## config.mk

```make
export PLATFORM = sky130hd
export DESIGN_NAME = teai_event_irq
export DESIGN_NICKNAME = d
export VERILOG_FILES = /design/src/design/teai_pkg.sv /design/src/design/teai_event_irq.sv
export VERILOG_INCLUDE_DIRS = /design/src /design/src/design
export SDC_FILE = /design/constraint.sdc
export NUM_CORES = 1
export LEC_CHECK = 0
export BUFFER_PORTS_ARGS = -buffer_cell sky130_fd_sc_hd__buf_2
export CAP_MARGIN = 10
export CORE_MARGIN = 1.5
export CORE_UTILIZATION = 30
export DETAILED_ROUTE_END_ITERATION = 10
export PLACE_DENSITY = 0.6
export SYNTH_ARGS = -nofsm -noshare
export SYNTH_HDL_FRONTEND = slang
export SYNTH_SLANG_ARGS = --single-unit
```

## constraint.sdc

```tcl
create_clock -name sys_clk -period 2.1 [get_ports sys_clk]
set_input_delay 0.525 -clock sys_clk [delete_from_list [all_inputs] [get_ports sys_clk]]
set_output_delay 0.525 -clock sys_clk [all_outputs]
set_load 0.1 [all_outputs]
```

## src/design/teai_regs.svh

```systemverilog
// register map, field positions, reset values and timing figures of the event action and irq block
`ifndef TEAI_REGS_SVH
`define TEAI_REGS_SVH

// register indexes; the APB byte address is four times the index
`define TEAI_IDX_EVENT_CTL    8'h09
`define TEAI_IDX_IRQ_ENABLE   8'h0a
`define TEAI_IDX_IRQ_FLAGS    8'h0b

// event_input_control fields
`define TEAI_EVCTL_RESET      8'h00
`define TEAI_ACTB_MSB         7
`define TEAI_ACTB_LSB         5
`define TEAI_ENB_BIT          4
`define TEAI_ACTA_MSB         3
`define TEAI_ACTA_LSB         1
`define TEAI_ENA_BIT          0

// irq_enable / irq_flags share one layout
`define TEAI_IRQ_RESET        8'h00
`define TEAI_IRQ_COMPARE_CHANNEL_TWO_IRQ_BIT     6
`define TEAI_IRQ_COMPARE_CHANNEL_ONE_IRQ_BIT     5
`define TEAI_IRQ_COMPARE_CHANNEL_ZERO_IRQ_BIT     4
`define TEAI_IRQ_WRAP_BIT     0
`define TEAI_IRQ_MASK         8'h71

// waveform modes whose wrap flag is raised at BOTTOM; all others raise it at TOP
`define TEAI_WRAP_BOTTOM_MODES 8'he0

// bus answer: cycles of access phase before pready
`define TEAI_APB_WAIT         1

`endif

```

## src/design/teai_pkg.sv

```systemverilog
// types of the event action and irq block
package teai_pkg;

    typedef enum logic [2:0] {
        TEAI_ACTA_COUNT_RISING,
        TEAI_ACTA_COUNT_BOTH_EDGES,
        TEAI_ACTA_COUNT_GATED_LEVEL,
        TEAI_ACTA_DIRECTION_COUNT,
        TEAI_ACTA_RSV4,
        TEAI_ACTA_RSV5,
        TEAI_ACTA_RSV6,
        TEAI_ACTA_RSV7
    } teai_acta_t;

    typedef enum logic [2:0] {
        TEAI_ACTB_NONE,
        TEAI_ACTB_RSV1,
        TEAI_ACTB_RSV2,
        TEAI_ACTB_DIRECTION_COUNT,
        TEAI_ACTB_RESTART_RISING,
        TEAI_ACTB_RESTART_BOTH_EDGES,
        TEAI_ACTB_RESTART_LEVEL,
        TEAI_ACTB_RSV7
    } teai_actb_t;

    // what the counter core reports to this block
    typedef struct packed {
        logic [15:0] counterValue;
        logic [15:0] compareValue0;
        logic [15:0] compareValue1;
        logic [15:0] compareValue2;
        logic        topReached;
        logic        bottomReached;
        logic [2:0]  waveformModeSelect;
        logic        softDirection;
    } teai_core_status_t;

    // what this block asks of the counter core
    typedef struct packed {
        logic countStep;
        logic countDown;
        logic restart;
    } teai_core_ctrl_t;

endpackage

```

## src/design/teai_event_irq.sv

```systemverilog
// event input actions, interrupt enables and sticky flags of a 16-bit timer/counter, APB slave
`timescale 1ns/100ps
`include "teai_regs.svh"

module teai_event_irq
(
    input  wire logic                        sys_clk,
    input  wire logic                        arst_n,
    input  wire logic                        psel,
    input  wire logic                        penable,
    input  wire logic                        pwrite,
    input  wire logic [7:0]                  paddr,
    input  wire logic [31:0]                 pwdata,
    output logic      [31:0]                 prdata,
    output logic                             pready,
    output logic                             pslverr,
    input  wire logic                        eventFirst,
    input  wire logic                        eventSecond,
    input  wire logic                        prescaleTick,
    input  wire teai_pkg::teai_core_status_t coreStatus,
    output teai_pkg::teai_core_ctrl_t        coreCtrl,
    output logic                             irq
);

    logic [7:0]  eventCtl_reg;
    logic [7:0]  irqEnable_reg;
    logic [7:0]  irqFlags_reg;
    logic [7:0]  irqFlags_next;
    logic [31:0] prdata_reg;
    logic        pready_reg;
    logic        pslverr_reg;
    logic        firstMeta_reg;
    logic        firstSync_reg;
    logic        firstPrev_reg;
    logic        secondMeta_reg;
    logic        secondSync_reg;
    logic        secondPrev_reg;
    logic        countStep_reg;
    logic        countDown_reg;
    logic        restart_reg;
    logic        irq_reg;

    logic        accessPhase;
    logic        writeDone;
    logic        addrHit;
    logic [7:0]  readByte;
    logic        firstEnable;
    logic        secondEnable;
    teai_pkg::teai_acta_t actionFirst;
    teai_pkg::teai_actb_t actionSecond;
    logic        firstRise;
    logic        firstBoth;
    logic        secondRise;
    logic        secondBoth;
    logic        stepFromFirst;
    logic        restartNow;
    logic        stepNow;
    logic        eventDirMode;
    logic        eventDir;
    logic [7:0]  flagSet;
    logic [7:0]  flagClear;

    // byte address of a register index
    function automatic logic [7:0] regAddr(input logic [7:0] index);
        regAddr = {index[5:0], 2'b00};
    endfunction

    // one-hot of a waveform mode against the bottom-wrap mode set
    function automatic logic wrapAtBottom(input logic [2:0] mode);
        logic [7:0] modes;
        modes = `TEAI_WRAP_BOTTOM_MODES;
        wrapAtBottom = modes[mode];
    endfunction

    // ---------------- APB slave ----------------
    // one wait state so read data can come straight from a flop
    assign accessPhase = psel && penable;
    assign writeDone   = accessPhase && pready_reg && pwrite;

    always_comb
    begin
        addrHit  = 1'b1;
        readByte = 8'h00;
        if (paddr == regAddr(`TEAI_IDX_EVENT_CTL))
        begin
            readByte = eventCtl_reg;
        end
        else if (paddr == regAddr(`TEAI_IDX_IRQ_ENABLE))
        begin
            readByte = irqEnable_reg;
        end
        else if (paddr == regAddr(`TEAI_IDX_IRQ_FLAGS))
        begin
            readByte = irqFlags_reg;
        end
        else
        begin
            addrHit = 1'b0;
        end
    end

    // ready rises in the second access cycle and drops again at once
    always_ff @(posedge sys_clk or negedge arst_n)
    begin
        if (!arst_n)
        begin
            pready_reg <= 1'b0;
        end
        else
        begin
            pready_reg <= accessPhase && !pready_reg;
        end
    end

    // an unmapped access still completes; only the error line marks it
    always_ff @(posedge sys_clk or negedge arst_n)
    begin
        if (!arst_n)
        begin
            pslverr_reg <= 1'b0;
        end
        else
        begin
            pslverr_reg <= accessPhase && !pready_reg && !addrHit;
        end
    end

    // write cycles clear the read data so no stale byte lingers on the bus
    always_ff @(posedge sys_clk or negedge arst_n)
    begin
        if (!arst_n)
        begin
            prdata_reg <= 32'h0000_0000;
        end
        else if (accessPhase && !pready_reg)
        begin
            prdata_reg <= pwrite ? 32'h0000_0000 : {24'h00_0000, readByte};
        end
    end

    assign prdata  = prdata_reg;
    assign pready  = pready_reg;
    assign pslverr = pslverr_reg;

    // ---------------- control registers ----------------
    always_ff @(posedge sys_clk or negedge arst_n)
    begin
        if (!arst_n)
        begin
            eventCtl_reg <= `TEAI_EVCTL_RESET;
        end
        else if (writeDone && paddr == regAddr(`TEAI_IDX_EVENT_CTL))
        begin
            eventCtl_reg <= pwdata[7:0];
        end
    end

    always_ff @(posedge sys_clk or negedge arst_n)
    begin
        if (!arst_n)
        begin
            irqEnable_reg <= `TEAI_IRQ_RESET;
        end
        else if (writeDone && paddr == regAddr(`TEAI_IDX_IRQ_ENABLE))
        begin
            irqEnable_reg <= pwdata[7:0] & `TEAI_IRQ_MASK;
        end
    end

    // ---------------- event input synchronisers ----------------
    // events come from routing outside this clock's timing, so two flops first
    always_ff @(posedge sys_clk or negedge arst_n)
    begin
        if (!arst_n)
        begin
            firstMeta_reg <= 1'b0;
            firstSync_reg <= 1'b0;
            firstPrev_reg <= 1'b0;
        end
        else
        begin
            firstMeta_reg <= eventFirst;
            firstSync_reg <= firstMeta_reg;
            firstPrev_reg <= firstSync_reg;
        end
    end

    // same chain for input B; the previous-value flop feeds the edge detect only
    always_ff @(posedge sys_clk or negedge arst_n)
    begin
        if (!arst_n)
        begin
            secondMeta_reg <= 1'b0;
            secondSync_reg <= 1'b0;
            secondPrev_reg <= 1'b0;
        end
        else
        begin
            secondMeta_reg <= eventSecond;
            secondSync_reg <= secondMeta_reg;
            secondPrev_reg <= secondSync_reg;
        end
    end

    assign firstRise  = firstSync_reg && !firstPrev_reg;
    assign firstBoth  = firstSync_reg ^ firstPrev_reg;
    assign secondRise = secondSync_reg && !secondPrev_reg;
    assign secondBoth = secondSync_reg ^ secondPrev_reg;

    // ---------------- event actions ----------------
    assign firstEnable  = eventCtl_reg[`TEAI_ENA_BIT];
    assign secondEnable = eventCtl_reg[`TEAI_ENB_BIT];
    assign actionFirst  = teai_pkg::teai_acta_t'(eventCtl_reg[`TEAI_ACTA_MSB:`TEAI_ACTA_LSB]);
    assign actionSecond = teai_pkg::teai_actb_t'(eventCtl_reg[`TEAI_ACTB_MSB:`TEAI_ACTB_LSB]);

    // count source; reserved codes stop counting rather than guess a meaning
    always_comb
    begin
        stepFromFirst = prescaleTick;
        if (firstEnable)
        begin
            case (actionFirst)
                teai_pkg::TEAI_ACTA_COUNT_RISING:      stepFromFirst = firstRise;
                teai_pkg::TEAI_ACTA_COUNT_BOTH_EDGES:  stepFromFirst = firstBoth;
                teai_pkg::TEAI_ACTA_COUNT_GATED_LEVEL: stepFromFirst = prescaleTick && firstSync_reg;
                teai_pkg::TEAI_ACTA_DIRECTION_COUNT:   stepFromFirst = prescaleTick;
                default:                               stepFromFirst = 1'b0;
            endcase
        end
    end

    always_comb
    begin
        restartNow = 1'b0;
        if (secondEnable)
        begin
            case (actionSecond)
                teai_pkg::TEAI_ACTB_RESTART_RISING:     restartNow = secondRise;
                teai_pkg::TEAI_ACTB_RESTART_BOTH_EDGES: restartNow = secondBoth;
                teai_pkg::TEAI_ACTB_RESTART_LEVEL:      restartNow = secondSync_reg;
                default:                                restartNow = 1'b0;
            endcase
        end
    end

    // a restart overrides a step in the same cycle
    assign stepNow = stepFromFirst && !restartNow;

    // B direction wins when both inputs ask to steer direction
    always_comb
    begin
        eventDirMode = 1'b0;
        eventDir     = coreStatus.softDirection;
        if (secondEnable && actionSecond == teai_pkg::TEAI_ACTB_DIRECTION_COUNT)
        begin
            eventDirMode = 1'b1;
            eventDir     = secondSync_reg;
        end
        else if (firstEnable && actionFirst == teai_pkg::TEAI_ACTA_DIRECTION_COUNT)
        begin
            eventDirMode = 1'b1;
            eventDir     = firstSync_reg;
        end
    end

    always_ff @(posedge sys_clk or negedge arst_n)
    begin
        if (!arst_n)
        begin
            countStep_reg <= 1'b0;
        end
        else
        begin
            countStep_reg <= stepNow;
        end
    end

    // level mode keeps this high, so the core holds its count at zero meanwhile
    always_ff @(posedge sys_clk or negedge arst_n)
    begin
        if (!arst_n)
        begin
            restart_reg <= 1'b0;
        end
        else
        begin
            restart_reg <= restartNow;
        end
    end

    // an event-steered direction moves only with a step, so a glitching event between steps is harmless
    always_ff @(posedge sys_clk or negedge arst_n)
    begin
        if (!arst_n)
        begin
            countDown_reg <= 1'b0;
        end
        else if (!eventDirMode)
        begin
            countDown_reg <= coreStatus.softDirection;
        end
        else if (stepNow)
        begin
            countDown_reg <= eventDir;
        end
    end

    assign coreCtrl.countStep = countStep_reg;
    assign coreCtrl.countDown = countDown_reg;
    assign coreCtrl.restart   = restart_reg;

    // ---------------- flags and interrupt ----------------
    always_comb
    begin
        flagSet = 8'h00;
        flagSet[`TEAI_IRQ_COMPARE_CHANNEL_ZERO_IRQ_BIT] = coreStatus.counterValue == coreStatus.compareValue0;
        flagSet[`TEAI_IRQ_COMPARE_CHANNEL_ONE_IRQ_BIT] = coreStatus.counterValue == coreStatus.compareValue1;
        flagSet[`TEAI_IRQ_COMPARE_CHANNEL_TWO_IRQ_BIT] = coreStatus.counterValue == coreStatus.compareValue2;
        flagSet[`TEAI_IRQ_WRAP_BIT] = wrapAtBottom(coreStatus.waveformModeSelect)
                                      ? coreStatus.bottomReached
                                      : coreStatus.topReached;
    end

    assign flagClear = (writeDone && paddr == regAddr(`TEAI_IDX_IRQ_FLAGS))
                       ? (pwdata[7:0] & `TEAI_IRQ_MASK) : 8'h00;

    // a hardware set in the clearing cycle wins, so no event is lost
    assign irqFlags_next = (irqFlags_reg & ~flagClear) | flagSet;

    always_ff @(posedge sys_clk or negedge arst_n)
    begin
        if (!arst_n)
        begin
            irqFlags_reg <= `TEAI_IRQ_RESET;
        end
        else
        begin
            irqFlags_reg <= irqFlags_next;
        end
    end

    always_ff @(posedge sys_clk or negedge arst_n)
    begin
        if (!arst_n)
        begin
            irq_reg <= 1'b0;
        end
        else
        begin
            irq_reg <= |(irqFlags_next & irqEnable_reg);
        end
    end

    assign irq = irq_reg;

endmodule

```

# Word-level counts from Yosys, hierarchy flattened
# Memories as Yosys holds them, arrays and structs flattened.
# Cells that the tools add are included.
# word_totals
register_bits,64
latchBits,0
ram_bits,0
rom_bits,8
in_bits,118
output_inout_bits,38
word_cells,79
memories,1
# classes
addsub,0
multipliers,0
div,0
order_cmp,1
eq_ne,14
n_shift,0
mux,20
bitwise,6
n_reduce_logical,21
# mem_list
name,depth,word_bits,read_ports,rd_clocked_by_memory_dff,write_ports,line_no,rtl
(no name shown),8,1,1,0,0,teai_event_irq.sv:72,wrapAtBottom = modes[mode];
# op_table
cell,n
== test 16 bit,3
2-to-1 mux 8 bit,4
== test 8 x 6 -> 1 bit (second input constant),3
logical AND 1 bit,14
2-to-1 mux 1 bit,13
== test 3 x 2 -> 1 bit (second input constant),3
== test 3 bit (second input constant),3
bitwise AND 8 x 7 -> 8 bit,1
bitwise AND 8 bit,1
inverter 7 -> 8 bit,1
bitwise OR 8 x 7 -> 8 bit,1
OR reduction 8 bit,1
2-to-1 mux 7 bit,1
logical NOT 1 bit,5
less-than comparator 3 x 4 -> 1 bit (second input constant),1
one-hot mux 1 bit (4 select lines),1
== test 3 x 1 -> 1 bit (second input constant),1
logical NOT 3 bit,1
one-hot mux 1 bit (3 select lines),1
!= test 2 bit (second input constant),1
bitwise XOR 1 bit,2

# Depth between registers and ports, before layout
# Gate-level depths: netlist (run 1).
# depth
depth_word,10
ltp_mapped,7
mapped_depth_nobuf,7

# Worst setup path after synthesis (run 1)
# Ideal clock, no wire load.
# synth_timing
path_kind,reg2reg
from,register pready_reg (netlist: pready)
to,register irq_reg (netlist: irq)
setup_ns,0.129
arrival_time_ns,2.234
t_required_ns,1.971
setup_slack_ns,-0.263
stages_incl_launch_ff,6
n_path_buf,0
synth_period_minus_slack_ns,2.363
cell_sequence,dfrtp_1 -> nand4_1 -> nor4_1 -> nand2_1 -> a32o_1 -> a2111o_1
# synth_between
elab_chain_len,9
# synth_lines
element,line_no,rtl
start: declaration,teai_event_irq.sv:30,logic pready_reg;
start signal: assignment,teai_event_irq.sv:111,pready_reg <= accessPhase && !pready_reg;
logical AND 1 bit (2 in a row),teai_event_irq.sv:78,assign writeDone = accessPhase && pready_reg && pwrite;
logical AND 1 bit,teai_event_irq.sv:324,assign flagClear = (writeDone && paddr == regAddr(`TEAI_IDX_IRQ_FLAGS))
2-to-1 mux 7 bit,teai_event_irq.sv:324,
inverter 7 -> 8 bit,teai_event_irq.sv:328,assign irqFlags_next = (irqFlags_reg & ~flagClear) | flagSet;
bitwise AND 8 bit,teai_event_irq.sv:328,
bitwise OR 8 x 7 -> 8 bit,teai_event_irq.sv:328,
net irqFlags_next[4],teai_event_irq.sv:28,logic [7:0] irqFlags_next;
bitwise AND 8 x 7 -> 8 bit,teai_event_irq.sv:350,irq_reg <= |(irqFlags_next & irqEnable_reg);
OR reduction 8 bit,teai_event_irq.sv:350,
end signal: assignment,teai_event_irq.sv:350,
end: declaration,teai_event_irq.sv:41,logic irq_reg;
# The timed path passes the listed nets, and every way through them passes these cells.
# A chain may end at the register's enable or synchronous reset.

# Worst setup path after layout (run 1)
# layout_timing
from,input port paddr[1]
to,register eventCtl_reg[0]
# layout_between
elab_chain_len,2
# layout_lines
element,line_no,rtl
start: declaration,teai_event_irq.sv:12,"input wire logic [7:0] paddr,"
== test 8 x 6 -> 1 bit,teai_event_irq.sv:152,else if (writeDone && paddr == regAddr(`TEAI_IDX_EVENT_CTL))
logical AND 1 bit,teai_event_irq.sv:152,
end signal: assignment,teai_event_irq.sv:150,eventCtl_reg <= `TEAI_EVCTL_RESET;
end signal: assignment,teai_event_irq.sv:154,eventCtl_reg <= pwdata[7:0];
end: declaration,teai_event_irq.sv:25,logic [7:0] eventCtl_reg;
# No other way between the ends.

==> results of run 1 <==
worst max-delay path: stages:
cell    delay, ps
buf_6          90
or4_4         580
or4_4         440
or2_4         320
mux2_4        310
report_power, final:
group	leakage (nW)	switching, mW	internal [mW]
Clock	0.0422	0.231	0.233
Sequential	0.476	0.00626	0.705
Combinational	1.02	0.347	0.147
Total	1.54	0.584	1.08
area by class of cell:
class	instances	area share
Clock buffer	7	0.0249
Clock inverter	1	0.00164
Inverter	5	0.00613
Multi-Input combinational cell	188	0.429
Sequential cell	36	0.295
Tap cell	102	0.0417
Timing Repair Buffer	117	0.202
layer usage:
layer / part of all wire / wire length (microns) / vias to the layer above / GRT usage
met5: 0 / 0 / - / 0
met4: 0.020 / 111 / 0 / 0.0482
met3: 0.084 / 461 / 10 / 0.0318
met2: 0.49 / 2710 / 113 / 0.245
met1: 0.40 / 2200 / 902 / 0.160
li1: - / - / 998 / -
synthesized netlist by cell type, types with 3 or more instances:
| library cell | n | area share |
|---|---|---|
| nand4_1 | 11 | 0.029 |
| xnor2_1 | 40 | 0.15 |
| nand2_1 | 18 | 0.029 |
| dfrtp_1 | 36 | 0.38 |
| mux2_2 | 4 | 0.019 |
| clkbuf_1 | 3 | 0.0048 |
| nor3_1 | 5 | 0.011 |
| nor4_1 | 6 | 0.016 |
| nor2_1 | 11 | 0.018 |
| nand3_1 | 5 | 0.011 |
| a21oi_1 | 6 | 0.013 |
| o21ai_0 | 10 | 0.021 |
| mux2i_1 | 3 | 0.013 |
| nand2b_1 | 3 | 0.0080 |
| mux2_4 | 8 | 0.051 |
| buf_4 | 27 | 0.086 |
| xor2_1 | 8 | 0.030 |
| inv_1 | 5 | 0.0080 |
placed cells by master, fill, tap and decap left out, drive strengths merged, types with 2 or more instances in the layout:
master,Yosys,layout
nor3,5,5
buf,28,117
clkbuf,3,7
mux2i,3,3
o21a,2,2
nand4,11,11
xnor2,40,40
nand2b,3,3
or4,2,2
a21oi,6,6
nand2,18,18
nand3b,2,2
nand4b,2,2
dfrtp,36,36
inv,5,5
xor2,8,8
conb,1,24
a21boi,2,2
or2,4,4
nand3,5,5
mux2,12,12
nor4,6,6
o21ai,10,10
nor2,11,11
what timing repair did:
item                                   in CTS  in global routing
pin swaps                                   2                  0
setup endpoints to repair                  12                 10
gates resized for setup                     4                  2
buffers inserted                            0                  1
endpoints found under the hold margin       0                  0
through the flow:
stage	worst slack (ps)	util	power [mW]	instances	TNS, ps
6_report	10.4	0.400	1.67	456	0
3_3_place_gp	-397	0.387	1.21	448	-5370
3_5_place_dp	-424	0.387	1.22	448	-5860
4_1_cts	8.61	0.398	1.68	455	0
5_1_grt	2.87	0.400	1.75	456	0
2_1_floorplan	-186	-	1.09	260	-2130
worst paths after layout:
kind	depth (start not counted)	to	slack (ps)	startpoint
max in group asynchronous	2	irq$_DFF_PN0_	1440	arst_n
worst min register to register	0	firstSync_reg$_DFF_PN0_	360	firstMeta_reg$_DFF_PN0_
worst max register to register	6	irq$_DFF_PN0_	300	pready$_DFF_PN0_
worst max-delay path	5	eventCtl_reg[0]$_DFFE_PN0P_	10	paddr[1]
worst min-delay path	1	prdata[3]$_DFFE_PN0P_	170	arst_n
min in group sys_clk	1	firstMeta_reg$_DFF_PN0_	350	eventFirst
cell families (layout without fill, tap and decap cells):
family | after synthesis | count (layout) | share of synthesized area
AND/OR/NAND/NOR | 73 | 73 | 0.169
XOR/XNOR | 48 | 48 | 0.179
flip-flops | 36 | 36 | 0.383
buffers and inverters | 36 | 130 | 0.104
AO/OA/AOI/OAI | 27 | 27 | 0.0745
multiplexers | 15 | 15 | 0.0831
adder cells (fa/ha/maj) | 1 | 1 | 0.00532
other | 1 | 24 | 0.00160
==> impl_metrics.toml, run 1 <==
[detailed_routing]
drtIter0Drc = 34
detail_route.wl_per_cell_microns = 12.0
drc = 0
postRouteWirelength_microns = 5480
route.antenna.remaining_nets = 0
firstDrtPassIters = 4
vias_per_cell = 4.44
vias = 2023

[yosys]
synth_sequential_area_ratio = 0.383
ys_seq_elements = 36
edff_count_synth = 0
count_of_yosys_warnings_during_synthesis = 0
synth_async_sr_flop_share = 1.00
number_of_instances_in_the_synthesized_netlist = 237
syn_area_per_cell_sq_um = 9.91
syn-cell-area_sq_um = 2350
ys.flop_type = "dfrtp_1"
distinct_cell_type_count_of_the_synthesized_netlist = 40

[finish]
drive_gt1_frac = 0.410
layout.filler_cells = 781
antennaDiodeCount = 0
post_route_cell_area_sq_um = 3060
multiInputGateArea_sq_um = 1310
layout-area-overhead-vs-synth_pct = 30.2
register_area_sq_um = 902
post_layout_nets = 472

[power_and_ir_drop]
power.density_cell_area_nw_per_um2 = 545
worst_ir_drop_vdd_v = 0.000213
static-leakage-power_nw = 1.54

[timing]
finalSetupViolCount = 0
timing_max_transition_violations_final = 0
count_of_final_hold_check_violations = 0
finalWorstPathRequiredPeriod_ps = 2090
skew_ps = 5.34
period_share = 0.995
setup_repair_after_global_routing_missed_its_margin = "false"
achievable-frequency_mhz = 479
whs_ps = 172

[die]
total_die_area_sq_um = 8370
io_pins = 156
die-height_microns = 91.5
fp-row-count = 32
start_util = 0.307
design.core.area_sq_um = 7650
floorplan.die.width_microns = 91.5

[placed_design]
gp_routability_congestion = 0.800
placedInstanceArea_sq_um = 2960
placement.io_buffers = 107
hpwlAfterDp_microns = 4710

[cts]
cts.sink_count = 36
tritoncts = "yes"
ctsLongestPathBuffers = 2
cts-buffers-inserted = 5
post_cts_hold_buffer_count = 0
htreeDepth = 2
clk_latency_ps = 280
clk_pin_slew_worst_paths_ps = 70
cts-root-buf = "clkbuf_8"

[setup_path]
start_kind = "input port"
crit_path_max_fanout = 8
critPathRequiredTime_ps = 2270
cp.arrival_ps = 2260
worstSetupEndpointType = "flip-flop"
category_of_the_critical_setup_timing_path = "input port to flip-flop"

[status]
run_status = "complete, no violations"

[global_route]
overflow = 0
grt_max_degree = 21
globalRouteTotalUtil = 0.137
grt_first_pass_wirelength_microns = 9030
first_global_vias = 2003
number_of_antenna_violations_at_the_first_check_in_global_routing = 0

[hold_path]
min_path_type = "input port to asynchronous set/reset pin"

[job]
maxCapViolCount = 0
No activity file was read; power rests on OpenSTA's default activity.
==> inputs of run 2 (changes only) <==
Settings changed: PLACE_DENSITY 0.6 to 0.67.
==> impl_metrics.toml, run 2 (synthesis gave the netlist of run 1 again) <==
[status]
run_status = "finished, violations left"
violated_checks = "negative setup slack"

[timing]
finalSetupViolCount = 1
worst_slew_pin_slew_ps = 493
setup_repair_after_global_routing_missed_its_margin = "true"
timing_max_transition_violations_final = 0
achievable-frequency_mhz = 474
skew_ps = 1.38
finalWorstPathRequiredPeriod_ps = 2110
postLayoutSetupSlackWorst_ps = -8.84
slew-limit-headroom = 0.669
period_share = 1.00
count_of_final_hold_check_violations = 0
whs_ps = 91.0

[finish]
drive_gt1_frac = 0.412
antennaDiodeCount = 0
layout.cells.most_common = "buf_2"
final-instance-count-excl-fill = 456
most_frequent_cells_in_the_layout = "106 x buf_2, 40 x xnor2_1, 35 x dfrtp_1"
layout-area-overhead-vs-synth_pct = 30.5
post_route_cell_area_sq_um = 3070
post_layout_nets = 472

[cts]
tritoncts = "yes"
cts-buffers-inserted = 5
clk_pin_slew_worst_paths_ps = 70
ctsLongestPathBuffers = 2
cts.sink_count = 36
htreeDepth = 2
clk_latency_ps = 290
cts-root-buf = "clkbuf_8"

[detailed_routing]
drc = 0
drtIter0Drc = 57
detail_route.wl_per_cell_microns = 12.5
postRouteWirelength_microns = 5720
vias_per_cell = 4.45
route.antenna.remaining_nets = 0
vias = 2031
firstDrtPassIters = 4

[placed_design]
placedCellCount = 448
placement.io_buffers = 107
hpwlAfterDp_microns = 4840
gp_routability_congestion = 0.874
placedInstanceArea_sq_um = 2950

[job]
maxCapViolCount = 0

[global_route]
grt_max_degree = 17
grt_first_pass_wirelength_microns = 9290
globalRouteTotalUtil = 0.142
first_global_vias = 1955
overflow = 0
number_of_antenna_violations_at_the_first_check_in_global_routing = 0

[power_and_ir_drop]
power.density_cell_area_nw_per_um2 = 554
worst_ir_drop_vdd_v = 0.000177
static-leakage-power_nw = 1.55

[setup_path]
start_kind = "input port"
crit_path_max_fanout = 5
regToRegStartpoint = "pready$_DFF_PN0_"
category_of_the_critical_setup_timing_path = "input port to flip-flop"
crit-reg2reg-capture = "irq$_DFF_PN0_"
worstRegToRegCells = 6
cp.arrival_ps = 2290
worstSetupEndpointType = "flip-flop"
r2r_slack_ps = 330
critPathRequiredTime_ps = 2280

[die]
die-height_microns = 91.5
floorplan.die.width_microns = 91.5
io_pins = 156
design.core.area_sq_um = 7650
total_die_area_sq_um = 8370
start_util = 0.307
fp-row-count = 32

[hold_path]
min_path_type = "input port to asynchronous set/reset pin"
## run 2: cell types whose count changed in the layout (fill, tap and decap cells not counted)
| cell | before | now |
|---|---|---|
| clkbuf_1 | 2 | 0 |
| nor3_1 | 4 | 5 |
| mux2_4 | 8 | 9 |
| nor3_2 | 1 | 0 |
| clkinv_4 | 0 | 1 |
| mux2_2 | 4 | 3 |
| clkinv_2 | 1 | 2 |
## run 2: metrics by stage
step	util	total power [mW]	setup slack (ps)	setup TNS, ps
after global placement	0.386	1.21	-436	-6020
after CTS	0.400	1.72	-52.7	-128
after global routing	0.401	1.77	-20.6	-32.1
after floorplan	-	1.09	-186	-2130
after detailed placement	0.386	1.22	-419	-6360
final	0.401	1.70	-8.84	-8.84
## run 2: metal layers
layer	vias up	GRT usage	routed length, microns
met5	-	0	0
met4	0	0.0690	194
met3	14	0.0276	421
met2	119	0.248	2770
met1	902	0.166	2330
li1	996	-	-
## run 2: worst max path at each step
stage	cells past startpoint	from	slack, ps	to
global route	5	paddr[6]	-20	irqEnable_reg[5]$_DFFE_PN0P_
detailed placement	7	paddr[1]	-420	irq$_DFF_PN0_
finish	5	paddr[6]	-9	irqEnable_reg[5]$_DFFE_PN0P_
CTS	7	paddr[6]	-50	irq$_DFF_PN0_
global placement	7	paddr[1]	-440	irq$_DFF_PN0_
floorplan	5	paddr[1]	-190	eventCtl_reg[0]$_DFFE_PN0P_
## run 2: report_power, final
| part | switching (mW) | internal [mW] |
|---|---|---|
| sequential | 0.00647 | 0.704 |
| clock | 0.258 | 0.231 |
| combinational | 0.351 | 0.147 |
| total | 0.616 | 1.08 |
## run 2: worst max-delay path: stages
cell and delay, ps:
buf_6 90, or4_4 570, or2_1 250, or4b_4 540, mux2_4 320
## run 2: final cells by class
class	count	area [sq um]
flip-flops and latches	36	902
clock inverters	3	18.8
multi-input cells	188	1310
well taps	102	128
clock buffers	5	68.8
repair buffers	117	617
inverters	5	18.8
fillers	779	4580
## run 2: timing repair
action                                  4_1_cts  5_1_grt
endpoints found under the hold margin         0        0
endpoints found under the setup margin       13        5
pin swaps                                     2        3
hold buffers                                  0        0
buffers inserted                              0        0
gates resized for setup                       6        1
cloned                                        0        0
==> inputs of run 3 (changes only) <==
Settings changed: REMOVE_ABC_BUFFERS set to 1.
==> impl_metrics.toml, run 3 (synthesis gave the netlist of run 1 again) <==
[job]
maxCapViolCount = 0

[cts]
tritoncts = "yes"
cts-buffers-inserted = 5
cts.sink_count = 36
clk_latency_ps = 280
clk_pin_slew_worst_paths_ps = 70
cts.repair_timing.setup_buffer_count = 0
htreeDepth = 2
ctsLongestPathBuffers = 2
cts-root-buf = "clkbuf_8"

[timing]
count_of_final_hold_check_violations = 0
skew_ps = 7.99
worst_slew_pin_slew_ps = 783
finalWorstPathRequiredPeriod_ps = 2100
slew-limit-headroom = 0.478
finalSetupViolCount = 0
setup_repair_after_global_routing_missed_its_margin = "true"
timing_max_transition_violations_final = 0
period_share = 0.998
achievable-frequency_mhz = 477

[finish]
antennaDiodeCount = 0
post_layout_nets = 469
multiInputGateArea_sq_um = 1340
most_frequent_cells_in_the_layout = "106 x buf_2, 40 x xnor2_1, 36 x dfrtp_1"
layout-area-overhead-vs-synth_pct = 30.7
drive_gt1_frac = 0.410
register_area_sq_um = 901
final_core_utilization = 0.402
layout.cells.most_common = "buf_2"
layout.filler_cells = 767
post_route_cell_area_sq_um = 3070

[setup_path]
start_kind = "input port"
regToRegStartpoint = "pready$_DFF_PN0_"
critPathRequiredTime_ps = 2270
cp.arrival_ps = 2270
critical_path.startpoint = "paddr[1]"
crit_path_max_fanout = 4
worstSetupEndpointType = "flip-flop"
category_of_the_critical_setup_timing_path = "input port to flip-flop"

[global_route]
first_global_vias = 1966
grt_first_pass_wirelength_microns = 9110
overflow = 0
number_of_antenna_violations_at_the_first_check_in_global_routing = 0
globalRouteTotalUtil = 0.137
grt_max_degree = 37

[power_and_ir_drop]
static-leakage-power_nw = 1.55
worst_ir_drop_vdd_v = 0.000209
power.density_cell_area_nw_per_um2 = 556

[placed_design]
hpwlAfterDp_microns = 4590
placement.io_buffers = 107
gp_routability_congestion = 0.777
placedInstanceArea_sq_um = 2930

[die]
die-height_microns = 91.5
design.core.area_sq_um = 7650
floorplan.die.width_microns = 91.5
io_pins = 156
total_die_area_sq_um = 8370
start_util = 0.307
fp-row-count = 32

[detailed_routing]
vias = 1981
postRouteWirelength_microns = 5560
drc = 0
route.antenna.remaining_nets = 0
firstDrtPassIters = 4
drtIter0Drc = 58
vias_per_cell = 4.37
detail_route.wl_per_cell_microns = 12.3

[status]
run_status = "complete, no violations"

[hold_path]
min_path_type = "input port to asynchronous set/reset pin"
-- run 3: final timing paths --
path                                           endpoint  slack (ps)  depth (start not counted)
min                                   pslverr$_DFF_PN0_         310                          1
max in group asynchronous      secondPrev_reg$_DFF_PN0_        1280                          1
max reg2reg                irqEnable_reg[5]$_DFFE_PN0P_         340                          4
max                        irqEnable_reg[5]$_DFFE_PN0P_           4                          5
min reg2reg                     firstSync_reg$_DFF_PN0_         350                          0
min in group sys_clk            firstMeta_reg$_DFF_PN0_         350                          1
-- run 3: layout make-up --
cell class | instances | share of cell area
Clock buffer | 8 | 0.0293
Inverter | 5 | 0.00611
Multi-Input combinational cell | 188 | 0.436
Sequential cell | 36 | 0.293
Tap cell | 102 | 0.0416
Timing Repair Buffer | 114 | 0.194
-- run 3: report_power, final --
part | internal [mW] | switching [mW] | leakage [nW] | total [mW]
clock network | 0.267 | 0.233 | 0.0455 | 0.500
registers | 0.704 | 0.00636 | 0.477 | 0.711
logic | 0.144 | 0.351 | 1.03 | 0.496
-- run 3: per-stage QoR --
step	setup TNS [ps]	hold WS [ps]	setup slack [ps]	power [mW]	instances
after floorplan	-2720	229	-263	1.05	229
after global placement	-6270	333	-400	1.21	445
after detailed placement	-6480	337	-415	1.22	445
after CTS	0	336	5.44	1.72	453
after global routing	-22.8	332	-14.3	1.79	453
final	0	315	4.42	1.71	453
-- run 3: layer usage --
layer / track usage / wire (microns) / part of all wire
met3: 0.0293 / 385 / 0.069
met1: 0.163 / 2250 / 0.40
met4: 0.0508 / 127 / 0.023
met2: 0.241 / 2800 / 0.50
met5: 0 / 0 / 0
-- run 3: critical path: stages --
cell	delay [ps]
buf_6	90
or4_4	570
or2_1	250
or4b_4	530
mux2_2	300
-- run 3: repair_timing --
| item | CTS | global route |
|---|---|---|
| setup endpoints to repair | 10 | 12 |
| gates resized for setup | 5 | 13 |
| pin swaps | 4 | 2 |
| endpoints found under the hold margin | 0 | 0 |
| hold buffers | 0 | 0 |
